===== src/adcb_consts.svh =====
// constants of the converter configuration bank and its serial controller
`ifndef ADCB_CONSTS_SVH
`define ADCB_CONSTS_SVH

`define ADCB_ADDR_KEY       11'h000
`define ADCB_ADDR_PD        11'h004
`define ADCB_ADDR_SDI       11'h008
`define ADCB_ADDR_OUTPROT   11'h00c
`define ADCB_ADDR_OUTRATE   11'h00d
`define ADCB_ADDR_OUTRSVD   11'h00e
`define ADCB_ADDR_STATPIN   11'h00f
`define ADCB_ADDR_WORD      11'h010
`define ADCB_ADDR_PARITY    11'h011

`define ADCB_MASK_KEY       8'hff
`define ADCB_MASK_PD        8'h1e
`define ADCB_MASK_SDI       8'h03
`define ADCB_MASK_OUTPROT   8'h77
`define ADCB_MASK_OUTRATE   8'h01
`define ADCB_MASK_OUTRSVD   8'h00
`define ADCB_MASK_STATPIN   8'hff
`define ADCB_MASK_WORD      8'hff
`define ADCB_MASK_PARITY    8'hff

`define ADCB_RESET_VALUE    8'h00
`define ADCB_UNLOCK_KEY     8'haa

`define ADCB_PD_HALF_REF    4
`define ADCB_REFERENCE_OFF         3
`define ADCB_REFERENCE_OFF_BUF     2
`define ADCB_PD_CONVERTER   1

`define ADCB_FRAME_BITS     24
`define ADCB_CMD_HI         23
`define ADCB_CMD_LO         19
`define ADCB_ADDR_HI        18
`define ADCB_ADDR_LO        8

`define ADCB_HOST_FRAME     12'h000
`define ADCB_HOST_STATUS    12'h004
`define ADCB_HOST_RXDATA    12'h008
`define ADCB_HOST_MODE      12'h00c

`define ADCB_HALF_PERIOD    4

`endif


===== src/adcb_pkg.sv =====
// types shared by both ends of the configuration link
`default_nettype none

package adcb_pkg;

	typedef enum logic [4:0] {
		adcb_cmd_nop   = 5'h00,
		adcb_cmd_write = 5'h01,
		adcb_cmd_read  = 5'h02,
		adcb_cmd_set   = 5'h03,
		adcb_cmd_clear = 5'h04
	} adcb_cmd_type;

	typedef enum logic [2:0] {
		adcb_st_idle  = 3'b000,
		adcb_st_lead  = 3'b001,
		adcb_st_clock = 3'b010,
		adcb_st_tail  = 3'b011,
		adcb_st_gap   = 3'b100
	} adcb_state_type;

endpackage

`default_nettype wire


===== src/adcb_spi_if.sv =====
// serial link between the host controller and the configuration bank
`timescale 1ns/100ps
`default_nettype none

interface adcb_spi_if;
	logic cs_n;
	logic sclk;
	logic sdi;
	logic sdo;

	modport dev (
		input  cs_n,
		input  sclk,
		input  sdi,
		output sdo
	);

	modport host (
		output cs_n,
		output sclk,
		output sdi,
		input  sdo
	);
endinterface

`default_nettype wire


===== src/adcb_device.sv =====
// configuration register bank of the converter, serial slave end
//
// Summary of operation
// - key 8'haa in key register unlocks writes
// - any other key value keeps writes locked
// - key cleared at reset, so bank starts locked
// - key, power-down, protocol registers reset zero
// - bit 4 powers down half-reference buffer
// - bit 3 powers down internal reference
// - bit 2 powers down reference buffer
// - bit 1 powers down converter module
// - converter power-down applied at chip-select rising
// - converter power-up starts at chip-select rising
// - reference buffer off at chip-select rising
// - reference off at chip-select rising
// - protocol field selects clock polarity and phase
// - reserved bits always read as zero
// - 24-bit write frame committed at chip-select rising
// - read data leads the next frame's output
// - set and clear touch only masked bits
`timescale 1ns/100ps
`default_nettype none
`include "adcb_consts.svh"

module adcb_device (
	// clock and reset
	input  wire logic        pclk,
	input  wire logic        presetn,
	// serial link
	adcb_spi_if.dev          spi,
	// power-down controls
	output logic             half_ref_buffer_off,
	output logic             reference_off,
	output logic             ref_buffer_off,
	output logic             converter_off,
	// protocol and output configuration
	output logic [1:0]       write_protocol_field,
	output logic [7:0]       output_protocol_ctrl,
	output logic [7:0]       output_rate_ctrl,
	output logic [7:0]       status_pin_cfg,
	output logic [7:0]       output_word_cfg,
	output logic [7:0]       parity_cfg
);

	localparam int NREG = 9;

	localparam logic [10:0] reg_addr [NREG] = '{
		`ADCB_ADDR_KEY, `ADCB_ADDR_PD, `ADCB_ADDR_SDI,
		`ADCB_ADDR_OUTPROT, `ADCB_ADDR_OUTRATE, `ADCB_ADDR_OUTRSVD,
		`ADCB_ADDR_STATPIN, `ADCB_ADDR_WORD, `ADCB_ADDR_PARITY
	};

	localparam logic [7:0] reg_mask [NREG] = '{
		`ADCB_MASK_KEY, `ADCB_MASK_PD, `ADCB_MASK_SDI,
		`ADCB_MASK_OUTPROT, `ADCB_MASK_OUTRATE, `ADCB_MASK_OUTRSVD,
		`ADCB_MASK_STATPIN, `ADCB_MASK_WORD, `ADCB_MASK_PARITY
	};

	logic [7:0]                 regs [NREG];
	logic                       sclk_q;
	logic                       cs_n_q;
	logic [23:0]                rx_shift;
	logic [4:0]                 bit_count;
	logic [23:0]                tx_shift;
	logic                       first_launch;
	logic [7:0]                 read_pending;
	logic                       sclk_rise;
	logic                       sclk_fall;
	logic                       cs_fall;
	logic                       cs_rise;
	logic                       in_frame;
	logic                       sample_edge;
	logic                       launch_edge;
	logic                       commit;
	logic                       unlocked;
	logic [7:0]                 read_value;
	adcb_pkg::adcb_cmd_type     frame_cmd;
	logic [10:0]                frame_addr;
	logic [7:0]                 frame_data;

	////////////////////////////////////////////////////////////////////////////////
	// edge detection on the link, all inputs taken as synchronous to pclk

	always_ff @(posedge pclk or negedge presetn) begin
		if (!presetn) begin
			sclk_q <= 1'b0;
			cs_n_q <= 1'b1;
		end else begin
			sclk_q <= spi.sclk;
			cs_n_q <= spi.cs_n;
		end
	end

	assign sclk_rise = spi.sclk & ~sclk_q;
	assign sclk_fall = ~spi.sclk & sclk_q;
	assign cs_fall   = ~spi.cs_n & cs_n_q;
	assign cs_rise   = spi.cs_n & ~cs_n_q;
	assign in_frame  = ~spi.cs_n & ~cs_n_q;

	// the field only changes at frame end, so a frame runs wholly under one mode
	// modes 00 and 11 sample on rising sclk, 01 and 10 on falling
	assign sample_edge = (write_protocol_field[1] == write_protocol_field[0]) ?
		sclk_rise : sclk_fall;
	assign launch_edge = (write_protocol_field[1] == write_protocol_field[0]) ?
		sclk_fall : sclk_rise;

	////////////////////////////////////////////////////////////////////////////////
	// frame capture

	always_ff @(posedge pclk or negedge presetn) begin
		if (!presetn) begin
			rx_shift  <= 24'h000000;
			bit_count <= 5'h00;
		end else if (cs_fall) begin
			bit_count <= 5'h00;
		end else if (in_frame && sample_edge) begin
			rx_shift <= {rx_shift[22:0], spi.sdi};
			if (bit_count != 5'h1f) begin
				bit_count <= bit_count + 5'h01;
			end
		end
	end

	assign frame_cmd  = adcb_pkg::adcb_cmd_type'(rx_shift[`ADCB_CMD_HI:`ADCB_CMD_LO]);
	assign frame_addr = rx_shift[`ADCB_ADDR_HI:`ADCB_ADDR_LO];
	assign frame_data = rx_shift[7:0];
	// frames of any other length are dropped whole
	assign commit     = cs_rise && (bit_count == 5'(`ADCB_FRAME_BITS));
	assign unlocked   = (regs[0] == `ADCB_UNLOCK_KEY);

	////////////////////////////////////////////////////////////////////////////////
	// register entries

	genvar gi;
	generate
		for (gi = 0; gi < NREG; gi++) begin : g_reg
			logic       hit;
			logic [7:0] next_value;

			// entry 0 is the key itself and is never locked
			assign hit = commit && (frame_addr == reg_addr[gi]) &&
				((gi == 0) || unlocked);

			always_comb begin
				next_value = regs[gi];
				case (frame_cmd)
					adcb_pkg::adcb_cmd_write: next_value = frame_data;
					adcb_pkg::adcb_cmd_set:   next_value = regs[gi] | frame_data;
					adcb_pkg::adcb_cmd_clear: next_value = regs[gi] & ~frame_data;
					default:                  next_value = regs[gi];
				endcase
			end

			always_ff @(posedge pclk or negedge presetn) begin
				if (!presetn) begin
					regs[gi] <= `ADCB_RESET_VALUE;
				end else if (hit) begin
					regs[gi] <= next_value & reg_mask[gi];
				end
			end
		end
	endgenerate

	always_comb begin
		read_value = 8'h00;
		for (int i = 0; i < NREG; i++) begin
			if (frame_addr == reg_addr[i]) begin
				read_value = regs[i];
			end
		end
	end

	////////////////////////////////////////////////////////////////////////////////
	// read return

	always_ff @(posedge pclk or negedge presetn) begin
		if (!presetn) begin
			read_pending <= 8'h00;
		end else if (commit) begin
			read_pending <= (frame_cmd == adcb_pkg::adcb_cmd_read) ? read_value : 8'h00;
		end
	end

	// both phases show the first bit at chip-select fall, phase 1 holds it over the first launch edge
	always_ff @(posedge pclk or negedge presetn) begin
		if (!presetn) begin
			tx_shift     <= 24'h000000;
			first_launch <= 1'b0;
		end else if (cs_fall) begin
			tx_shift     <= {read_pending, 16'h0000};
			first_launch <= 1'b1;
		end else if (in_frame && launch_edge) begin
			first_launch <= 1'b0;
			if (!(write_protocol_field[0] && first_launch)) begin
				tx_shift <= {tx_shift[22:0], 1'b0};
			end
		end
	end

	assign spi.sdo = tx_shift[23];

	////////////////////////////////////////////////////////////////////////////////
	// outputs, each follows its register so it moves at chip-select rising

	assign half_ref_buffer_off  = regs[1][`ADCB_PD_HALF_REF];
	assign reference_off        = regs[1][`ADCB_REFERENCE_OFF];
	assign ref_buffer_off       = regs[1][`ADCB_REFERENCE_OFF_BUF];
	// host must allow the wake time after this falls before converting
	assign converter_off        = regs[1][`ADCB_PD_CONVERTER];
	assign write_protocol_field = regs[2][1:0];
	assign output_protocol_ctrl = regs[3];
	assign output_rate_ctrl     = regs[4];
	assign status_pin_cfg       = regs[6];
	assign output_word_cfg      = regs[7];
	assign parity_cfg           = regs[8];

endmodule

`default_nettype wire


===== src/flat_wrapper.sv =====
// flat-port wrapper written by rule: the top's interface ports become plain ports
module adcb_device_flat 
  (pclk, presetn, half_ref_buffer_off, reference_off, ref_buffer_off, converter_off, write_protocol_field, output_protocol_ctrl, output_rate_ctrl, status_pin_cfg, output_word_cfg, parity_cfg, spi_cs_n, spi_sclk, spi_sdi, spi_sdo);
  adcb_spi_if spi_i ();
  input  wire logic pclk;
  input  wire logic presetn;
  output logic half_ref_buffer_off;
  output logic reference_off;
  output logic ref_buffer_off;
  output logic converter_off;
  output logic [1:0] write_protocol_field;
  output logic [7:0] output_protocol_ctrl;
  output logic [7:0] output_rate_ctrl;
  output logic [7:0] status_pin_cfg;
  output logic [7:0] output_word_cfg;
  output logic [7:0] parity_cfg;
  input wire logic [$bits(spi_i.cs_n)-1:0] spi_cs_n;
  input wire logic [$bits(spi_i.sclk)-1:0] spi_sclk;
  input wire logic [$bits(spi_i.sdi)-1:0] spi_sdi;
  output wire logic [$bits(spi_i.sdo)-1:0] spi_sdo;
  assign spi_i.cs_n = spi_cs_n;
  assign spi_i.sclk = spi_sclk;
  assign spi_i.sdi = spi_sdi;
  assign spi_sdo = spi_i.sdo;
  adcb_device u_core (.pclk(pclk), .presetn(presetn), .spi(spi_i), .half_ref_buffer_off(half_ref_buffer_off), .reference_off(reference_off), .ref_buffer_off(ref_buffer_off), .converter_off(converter_off), .write_protocol_field(write_protocol_field), .output_protocol_ctrl(output_protocol_ctrl), .output_rate_ctrl(output_rate_ctrl), .status_pin_cfg(status_pin_cfg), .output_word_cfg(output_word_cfg), .parity_cfg(parity_cfg));
endmodule

===== config.mk =====
export PLATFORM = sky130hd
export DESIGN_NAME = adcb_device_flat
export DESIGN_NICKNAME = d
export VERILOG_FILES = /design/src/adcb_pkg.sv /design/src/adcb_spi_if.sv /design/src/adcb_device.sv /design/src/flat_wrapper.sv
export VERILOG_INCLUDE_DIRS = /design/src
export SDC_FILE = /design/constraint.sdc
export NUM_CORES = 1
export LEC_CHECK = 0
export BUFFER_PORTS_ARGS = -buffer_cell sky130_fd_sc_hd__buf_2
export CORE_AREA = 2 2 94 96
export CTS_CLUSTER_SIZE = 28
export DETAILED_ROUTE_END_ITERATION = 16
export DIE_AREA = 0 0 96 98
export PLACE_DENSITY = 0.89
export SYNTH_ARGS = -nofsm -noshare
export SYNTH_HDL_FRONTEND = slang
export SYNTH_SLANG_ARGS = --single-unit
export TNS_END_PERCENT = 5

===== constraint.sdc =====
create_clock -name pclk -period 3.05 [get_ports pclk]
set_clock_uncertainty 0.1 [all_clocks]
set_input_delay 0.4575 -clock pclk [delete_from_list [all_inputs] [get_ports pclk]]
set_output_delay 0.4575 -clock pclk [all_outputs]
set_load 0.05 [all_outputs]

## After elaboration in Yosys (flattened, before gate mapping)

Index checks and enable logic that the tools add are counted.

- Bits in registers: 109
- Logic and storage cells: 123

- Bitwise logic cells: 27
- Equality and inequality tests: 17
- Add/subtract/negate cells: 1
- Multiplexer cells: 28
- Reductions and logical operators: 35

Operators with widths:

| cell | count |
|---|---|
| 8-bit one-hot mux with 3 select lines | 4 |
| 8-bit two-way mux | 10 |
| 24-bit two-way mux | 3 |
| 11-bit by 4-bit equality test with 1-bit output (second input constant) | 5 |
| 8-bit bitwise AND | 4 |
| 8-bit bitwise OR | 4 |
| 11-bit by 5-bit equality test with 1-bit output (second input constant) | 2 |
| 2-bit AND reduction | 11 |
| 7-bit one-hot mux with 3 select lines | 1 |
| 1-bit logical AND | 19 |
| 5-bit two-way mux | 3 |
| 5-bit one-hot mux with 3 select lines | 1 |
| 11-bit by 3-bit equality test with 1-bit output (second input constant) | 1 |
| 11-bit logical NOT | 1 |
| 5-bit by 2-bit equality test with 1-bit output (second input constant) | 2 |
| 8-bit equality test (second input constant) | 1 |
| 8-bit NOT | 1 |
| 7-bit bitwise AND | 1 |
| 7-bit bitwise OR | 1 |
| 1-bit bitwise AND | 6 |
| 2-bit one-hot mux with 3 select lines | 1 |
| 2-bit nonzero test | 3 |
| 5-bit by 1-bit adder with 5-bit output (second input constant) | 1 |
| 5-bit bitwise AND | 1 |
| 14 further kinds | 21 |

## Depth between registers and ports, before layout

Gate-level depths: netlist of the first run.

- Word-level depth: 11
- Gate-level depth with buffers: 8
- Depth with buffers taken out: 7

## Worst setup path before layout of the first run

Ideal clock, no wire load.

- Path type: flip-flop to flip-flop
- From: register u_core.rx_shift[17]
- To: register u_core.regs (netlist bit u_core.converter_off)
- Path buffers: 2
- Period minus slack after synthesis: 2.306 ns
- Setup slack: 0.744 ns
- Required time: 2.854 ns
- Stages on the path, launching flop included: 8
- Data arrival time: 2.110 ns
- Path through: dfrtp_1 -> or3_1 -> buf_2 -> or4_4 -> buf_6 -> nor4b_4 -> nand2_2 -> o31ai_1

- Cells in the longest elaborated chain, start to end: 4

Ends and longest elaborated chain:

| what | line | source |
|---|---|---|
| from (decl) | adcb_device.sv:62 | `logic [23:0] rx_shift;` |
| from (signal assigned) | adcb_device.sv:117 | `rx_shift <= {rx_shift[22:0], spi.sdi};` |
| 11-bit by 3-bit equality test with 1-bit output | adcb_device.sv:141 | `assign hit = commit && (frame_addr == reg_addr[gi]) &&` |
| 1-bit logical AND (2 in a row) | adcb_device.sv:141 |  |
| 2-bit AND reduction (no line) | -- |  |
| to (signal, indexed assignment) | adcb_device.sv:156 | `` regs[gi] <= `ADCB_RESET_VALUE; `` |
| to (signal, indexed assignment) | adcb_device.sv:158 | `regs[gi] <= next_value & reg_mask[gi];` |
| to (decl) | adcb_device.sv:59 | `logic [7:0] regs [NREG];` |

No other way between the ends.
A chain may end at the register's enable or synchronous reset.

## Final worst setup path of the first run

- From: register u_core.rx_shift[19]
- To: register u_core.regs[68] (netlist name)

- Cells in the longest elaborated chain, start to end: 3

Ends and longest elaborated chain:

| what | line | source |
|---|---|---|
| 5-bit by 1-bit equality test with 1-bit output (tied with other cells) | adcb_device.sv:146 | `case (frame_cmd)` |
| 3-bit nonzero test (no line) | -- |  |
| 2-bit AND reduction (no line) | -- |  |

Parallel ways exist; a longest one is shown, timed or not.

==> results of run 1 <==
worst paths after layout:
check	startpoint	endpoint	slack [ps]	depth (start not counted)
worst min-delay path	spi_cs_n	u_core.cs_n_q	110	1
worst min register to register	u_core.first_launch	u_core.first_launch	400	2
min in group asynchronous	presetn	u_core.tx_shift[22]	520	2
worst max register to register	u_core.rx_shift[19]	u_core.regs[68]	480	5
max in group asynchronous	presetn	u_core.output_protocol_ctrl[0]	1670	3
worst max-delay path	u_core.rx_shift[19]	u_core.regs[68]	480	5
logic make-up after synthesis:
group / count (synthesis)
other: 1
multiplexers: 24
AND/OR/NAND/NOR: 120
buffers and inverters: 74
AO/OA/AOI/OAI: 167
flip-flops: 93
XOR/XNOR: 2
adder cells (fa/ha/maj): 3
cell usage after synthesis, drive strengths merged, types with 5 or more instances:
cell type / n / area, sq um
nand2b: 7 / 58.81
mux2: 17 / 191.4
o21a: 7 / 52.55
buf: 48 / 349.1
nand3: 7 / 35.03
inv: 14 / 52.55
a21oi: 5 / 25.02
o22a: 7 / 61.31
o31ai: 9 / 67.56
o21ai: 109 / 545.5
dfrtp: 92 / 2302
clkbuf: 12 / 45.04
nor4: 7 / 58.81
nand2: 48 / 182.7
mux2i: 7 / 70.07
nor2: 16 / 60.06
a22oi: 5 / 37.54
power by group through the flow:
stage          Clock, W  Sequential [W]  Combinational [W]
2_1_floorplan         0         0.00139           0.000384
3_3_place_gp          0         0.00142           0.000498
3_5_place_dp          0         0.00143           0.000508
4_1_cts        0.000862         0.00141           0.000512
5_1_grt        0.000911         0.00142           0.000562
6_report       0.000847         0.00141           0.000526
metrics by stage:
step,cell area [sq um],total power [W]
global route,5057,0.002893
CTS,5057,0.002780
finish,5057,0.002783
global placement,4842,0.001923
detailed placement,4842,0.001938
floorplan,4793,0.001773
registers in the layout, indices dropped and copies added (netlist names), 2 cells and up:
name and flops:
u_core.bit_count 5, u_core.output_protocol_ctrl 6, u_core.output_word_cfg 8, u_core.parity_cfg 8, u_core.read_pending 8, u_core.regs 8
u_core.rx_shift 24, u_core.status_pin_cfg 8, u_core.tx_shift 8, u_core.write_protocol_field 2
layout make-up:
| class | instances | area share, % |
|---|---|---|
| tap | 108 | 2.672 |
| clock buffer | 9 | 2.449 |
| clock inverter | 7 | 1.608 |
| multi-input combinational | 325 | 39.91 |
| sequential | 93 | 46.04 |
| inverter | 14 | 1.039 |
| timing repair buffer | 54 | 6.284 |
metal layers:
metal  global-route usage, %  vias up  routed length (um)
met5                       0        -                   0
met4                   10.33        0                 397
met3                   6.713       49                1222
met2                   38.35      251                5402
met1                   35.33     1899                4727
li1                        -     1736                   -
repair_timing:
action,in CTS,in global routing
hold buffers,1,0
endpoints found under the hold margin,22,0
buffers inserted,0,0
worst register-to-register path, delay by kind of cell (launching register included):
| kind | cells | cell delay (ps) |
|---|---|---|
| AOI/OAI and AO/OA | 2 | 320 |
| DFF | 1 | 490 |
| muxes | 1 | 420 |
| and+or+nand+nor | 2 | 1150 |
==> flow_results.org, run 1 <==
** Floorplan
- The region available for standard cell placement spans 0.008466 sq mm.
- Die area :: between 0.009 and 0.01 sq mm
- The floorplan has 34 rows.
- The initial utilization of the core area, before any placement, comes to between 50% and 60%.
- The die is 98 um tall.
- In this run the count of I/O pins placed on the die edge is 52.
- Die Span X :: about 96 um

** Synth
- Share of cell area taken by muxes after synthesis :: approximately 5.5%
- Basic-gate share of the synthesized area counting and, or, nand and nor cells :: 14.16%
- Summed instance area of the synthesized netlist :: between 0.004 and 0.005 sq mm
- Of the total synthesized cell area, the portion taken by XOR and XNOR cells is 0.3677%.
- By area, the combinational part of the netlist is dominated by compound AO/OA/AOI/OAI gates.
- During synthesis, Yosys emitted a total of 0 warnings.
- The synthesized design contains 0 enable-type register cells.
- Synthesis instantiated 63 different standard cells from the library.
- Each instance of the synthesized netlist takes up on average 9.842 sq um.
- After synthesis, flip-flops and latches occupy ~50% of the total area.
- Ys flop type :: sky130_fd_sc_hd__dfrtp_1
- Counting every instance in the synthesized netlist gives 484.
- The synthesized netlist devotes approximately a fifth of its cell area to compound gates.
- Synthesis inferred 93 register bits.
- Share of flip-flops with an asynchronous set or reset after synthesis :: 100.0%
- After Yosys synthesis, full adders, half adders and majority gates account for less than 1% of the synthesized area.

** Status
- Run status :: finished clean

** Setup path
- Arrival time at the worst endpoint :: about 2700 ps
- The cell family contributing the most delay on the critical path is simple AND/OR/NAND/NOR gates.
- Data required, critical path :: approximately 3200 ps
- Crit path kind :: reg -> reg
- Cell type with the highest occurrence count on the critical path :: sky130_fd_sc_hd__o21ai_0
- Count of buffering cells on the critical path with inverters included :: 0
- Traced cell by cell, the critical path runs through nor4b_1 > mux2i_1 > nor2_1 > o21ai_0 > o21ai_0.
- Critical path capture point type :: flip-flop
- On the worst path, the slowest cell contributes a delay of approximately 580 ps.
- Critical path's slowest cell :: sky130_fd_sc_hd__nor4b_1
- Maximum fanout count along the critical path :: 7
- The worst setup path is launched from a flip-flop.

** Clock tree
- Post-cts resize count :: 0
- TritonCTS created 9 clock buffers.
- Clock transition at the register clock pins on the worst setup and hold paths after CTS :: 90 ps
- Clock latency on the worst-skew pair :: ~360 ps
- Root Driver :: sky130_fd_sc_hd__clkbuf_8
- Clock tree from TritonCTS :: yes
- In this run the number of H-tree levels came out at 3.
- The clock drives 93 sinks.
- Counting along the longest clock path gives a buffer depth of 2.

** Global route
- Initial antenna violation count :: 0
- The first global-routing pass estimated 18,330 um of wire.
- Global routing finished with a remaining overflow of 0.
- Across every metal layer, demand over resource in global routing totals around a quarter.
- Via count of the first global-routing pass :: ~3,600
- Pin count of the biggest net entering global routing :: 49

** STA
- Setup repair after global routing left no endpoint under its margin.
- Once routing completed, OpenROAD measured the worst setup slack at roughly 480 ps.
- Number of failing hold endpoints at the final stage :: 0
- The worst path uses 84.22% of the clock period.
- Max-slew violation count :: 0
- Setup violations remaining at the end of the flow were counted as 0.
- Final hold analysis gives a worst-case slack of 112.7 ps.
- Tightest Pin Transition :: around 880 ps
- Min cycle time layout :: about 2600 ps
- Fmax :: 0.3893 GHz
- For the final routed database, the setup TNS stands at 0 ps.
- Max-Slew Margin vs Limit :: 41.42%

** Routing
- Iter 0 DRT Violations :: 390
- Summed over all layers, the routed wires come to around 12,000 um.
- Dividing the detail-routed wire length by the instance count gives between 15 and 20 um.
- Remaining antenna violation count :: 0
- Vias post-DR :: between 3,000 and 4,000
- For this run, the detailed router's first-pass iteration total came to 5.
- For this run, design rule violations remaining after detail routing come to 0.
- Post-detailed-route via-to-cell ratio :: ~6.5

** Cells and area
- Cells with a size suffix above 1 make up a little under a fifth of the layout.
- The sequential cells in the finished layout cover a total of around 0.0023 sq mm.
- Number of nets at the end of the flow :: ~510
- Filler cells :: between 600 and 700
- Commonest non-fill, non-tap cells in the layout :: 107 x sky130_fd_sc_hd__o21ai_0, 92 x sky130_fd_sc_hd__dfrtp_1, 47 x sky130_fd_sc_hd__nand2_1
- The multi-input combinational cells in the finished layout cover a total of 0.002018 sq mm.
- Leading cell type in the layout, fill and taps excluded :: sky130_fd_sc_hd__o21ai_0
- 0 antenna diodes ended up in the layout.
- The finished layout holds slightly above 600 standard cells, fillers aside.
- Core utilization of the finished layout :: approximately 60%
- Compared with the post-synthesis result, the final layout area differs by 6.173%.

** Placement
- Detailed placement ended at an HPWL of roughly 8600 um.
- Input and output buffers added on the ports amount to 42.
- Counting tap cells, the placed design contains a total of between 500 and 600 instances.
- Before CTS, the worst setup slack after placement is 559.0 ps.
- At the end of routability-driven placement, the weighted congestion stood at roughly 1.

** Power and ir drop
- Sequential cells account for roughly 50% of the total power.
- For this design the static power due to leakage is about 2.3 nW.
- Switching power as a share of total power :: 33.05%
- In this run, the clock network consumes roughly 30% of the power.
- Peak VDD IR :: about 410 uV
- In this run the power spent charging and discharging nets is roughly 0.00092 W.
- Combinational power share :: a little under a fifth
- For this design the ratio of total power to cell area is around 550 mW/mm^2.
- Internal power summed over all cells :: between 0.0015 and 0.002 W

** Min path
- Worst min path class :: in -> reg

** Run
- Count of max-cap constraint violations :: 0
No activity file was read; power rests on OpenSTA's default activity.
==> run 2: changes to the inputs <==
==> constraint.sdc (replaced) <==
create_clock -name pclk -period 2.49 [get_ports pclk]
set_clock_uncertainty 0.1 [all_clocks]
set_input_delay 0.3735 -clock pclk [delete_from_list [all_inputs] [get_ports pclk]]
set_output_delay 0.3735 -clock pclk [all_outputs]
set_load 0.05 [all_outputs]
==> flow_results.org, run 2 (same netlist as run 1, synthesis figures left out) <==
** Status
- The run finished with clean final reports.

** Cells and area
- Core utilization of the finished layout :: 60.83% (+1.1 points)
- The area occupied by multi-input gates was 0.002036 sq mm (+0.87%).
- The final net count was 518 (+2.6%).
- Reg area :: 0.002328 sq mm (unchanged)
- The flip-flop count of the largest register after layout was 24 (unchanged).
- More flip-flops sit in one register than any other, and that register is u_core.rx_shift.
- The fraction of final layout cells with drive strength greater than 1 came to 21.55% (+2.6 points).
- Commonest non-fill, non-tap cells in the layout :: 107 x sky130_fd_sc_hd__o21ai_0, 92 x sky130_fd_sc_hd__dfrtp_1, 46 x sky130_fd_sc_hd__nand2_1
- The antenna diode count is 0 (unchanged).
- Leading cell type in the layout, fill and taps excluded :: sky130_fd_sc_hd__o21ai_0
- From synthesis to final layout, the design area changed by 8.117%.
- The number of inserted filler cells in the final layout came to 696 (+2.5%).

** Setup path
- Data required, critical path :: 2650 ps (-570 ps)
- Type of origin of the critical path :: flip-flop
- STA classifies the critical path endpoint as a flip-flop.
- The worst setup path is of the reg -> reg kind.
- The biggest fanout along the worst timing path was 6 (-1).
- The arrival time of data at the critical path endpoint was 2620 ps (-120 ps).

** STA
- Setup repair after global routing could not meet its margin everywhere.
- The final hold violation count was 0 (unchanged).
- The pin slew with the least headroom to its limit was 630.5 ps (-246.1 ps).
- Period utilization :: 98.76% (+15 points)
- Max-slew violation count :: 0 (unchanged)
- The achievable frequency is 0.4066 GHz (+4.4%).
- The relative slew slack was 57.81% (+16 points).
- Min cycle time layout :: 2459 ps (-109.4 ps)
- The final setup violation count was 0 (unchanged).

** Routing
- Post-detailed-route via-to-cell ratio :: 6.294 (-2.4%)
- Remaining antenna violation count :: 0 (unchanged)
- The count of unresolved DRC violations after routing is 0 (unchanged).
- Vias post-DR :: 3,921 (-0.36%)
- Total detailed-routing wirelength :: 11,950 um (+1.7%)
- The initial DRC count is 435 (+12%).
- The average wire length per cell after detail routing was 19.18 um (-0.43%).
- The first-pass iteration count of the detailed router came to 5 (unchanged).

** Floorplan
- The die footprint came to 0.009408 sq mm (unchanged).
- The boundary pin count came to 52 (unchanged).
- Die Span X :: 96 um (unchanged)
- Core region area :: 0.008466 sq mm (unchanged)
- Chip Height :: 98 um (unchanged)
- Initial Utilization :: 56.27% (unchanged)
- The row count is 34 (unchanged).

** Clock tree
- The clock-pin slew on the worst setup and hold paths was 90 ps (about the same).
- H-tree Lvls :: 3 (unchanged)
- The total clock sinks was 93 (unchanged).
- The worst-skew pair later-pin latency was 360 ps (about the same).
- The tree is rooted in a sky130_fd_sc_hd__clkbuf_8.
- Buffer depth of the longest clock path :: 2 (unchanged)
- The number of buffers inserted during clock tree synthesis came to 9 (unchanged).
- Clock tree from TritonCTS :: yes

** Global route
- The wire length of the first global-routing pass is 19,270 um (+5.1%).
- The number of antenna violations at the first check in global routing is 0 (unchanged).
- The number of global-route vias before repair was 3,751 (+3.4%).
- The maximum number of pins on one net before global-route repair is 56 (+14%).
- The total congestion overflow after global routing was 0 (unchanged).
- The total routing usage reported by global routing was 26.59% (+1.0 points).

** Power and ir drop
- The post-route total power is 0.003351 W (+20%).
- Peak VDD IR :: 366.8 uV (-12%)
- The areal power density over the cells is 650.7 mW/mm^2 (+18%).
- Leakage power :: 2.374 nW (+3.3%)

** Placement
- Detailed Place HPWL :: 8822 um (+2.1%)
- Port-buffer cells :: 42 (unchanged)
- Routability-driven placement congestion ratio :: 0.9801 (-1.8%)

** Min path
- The path class of the tightest hold or removal check is in -> reg.

** Run
- The number of max-cap violations is 0 (unchanged).
-- run 2: repair_timing --
item | 4_1_cts | 5_1_grt
gates resized for setup | 0 | 5
setup endpoints to repair | 0 | 29
hold endpoints to repair | 37 | 0
hold buffers | 1 | 0
setup buffers | 0 | 1
-- run 2: worst max-delay path, cell delays in order (launching register included) --
cell	delay, ps
sky130_fd_sc_hd__dfrtp_1	420
sky130_fd_sc_hd__or4_4	580
sky130_fd_sc_hd__or4_4	470
sky130_fd_sc_hd__nor4b_4	430
sky130_fd_sc_hd__nand2_2	150
sky130_fd_sc_hd__o31ai_1	230
-- run 2: final timing paths --
| path | from | end | slack (ps) | cells after the start |
|---|---|---|---|---|
| worst max register to register | u_core.rx_shift[15] | u_core.half_ref_buffer_off | 30 | 5 |
| min in group asynchronous | presetn | u_core.tx_shift[23] | 410 | 2 |
| worst min-delay path | spi_cs_n | u_core.cs_n_q | 40 | 1 |
| max in group asynchronous | presetn | u_core.rx_shift[20] | 1210 | 3 |
| worst max-delay path | u_core.rx_shift[15] | u_core.half_ref_buffer_off | 30 | 5 |
| worst min register to register | u_core.first_launch | u_core.first_launch | 380 | 2 |
-- run 2: cell type report --
type	count	share of cell area (%)
timing repair buffer	67	8.066
multi-input combinational	325	39.53
inverter	14	1.020
clock inverter	5	0.8017
sequential	93	45.21
tap	108	2.624
clock buffer	11	2.745
-- run 2: stage by stage --
stage | setup TNS, ps | hold slack (ps) | area, sq um | std cells | setup WS [ps]
detailed placement | 0 | 276.4 | 4932 | 605 | 65.08
CTS | 0 | 39.18 | 5125 | 622 | 30.17
global placement | 0 | 272.6 | 4932 | 605 | 138.4
floorplan | 0 | -22.09 | 4793 | 492 | 183.9
finish | 0 | 44.18 | 5150 | 623 | 30.77
global route | -216.1 | 39.15 | 5150 | 623 | -66.91
-- run 2: per-layer routing --
metal	track usage, %	wire, um	up-vias
met5	0	0	-
met4	10.66	310	0
met3	4.090	873	29
met2	40.38	5667	205
met1	38.15	5098	1921
li1	-	-	1766
-- run 2: power by group --
part,internal [W],leakage [nW],switching (W)
Combinational,0.000241,1.04,0.000478
Clock,0.000400,0.0866,0.000533
Sequential,0.00160,1.24,0.000102
Total,0.00224,2.37,0.00111
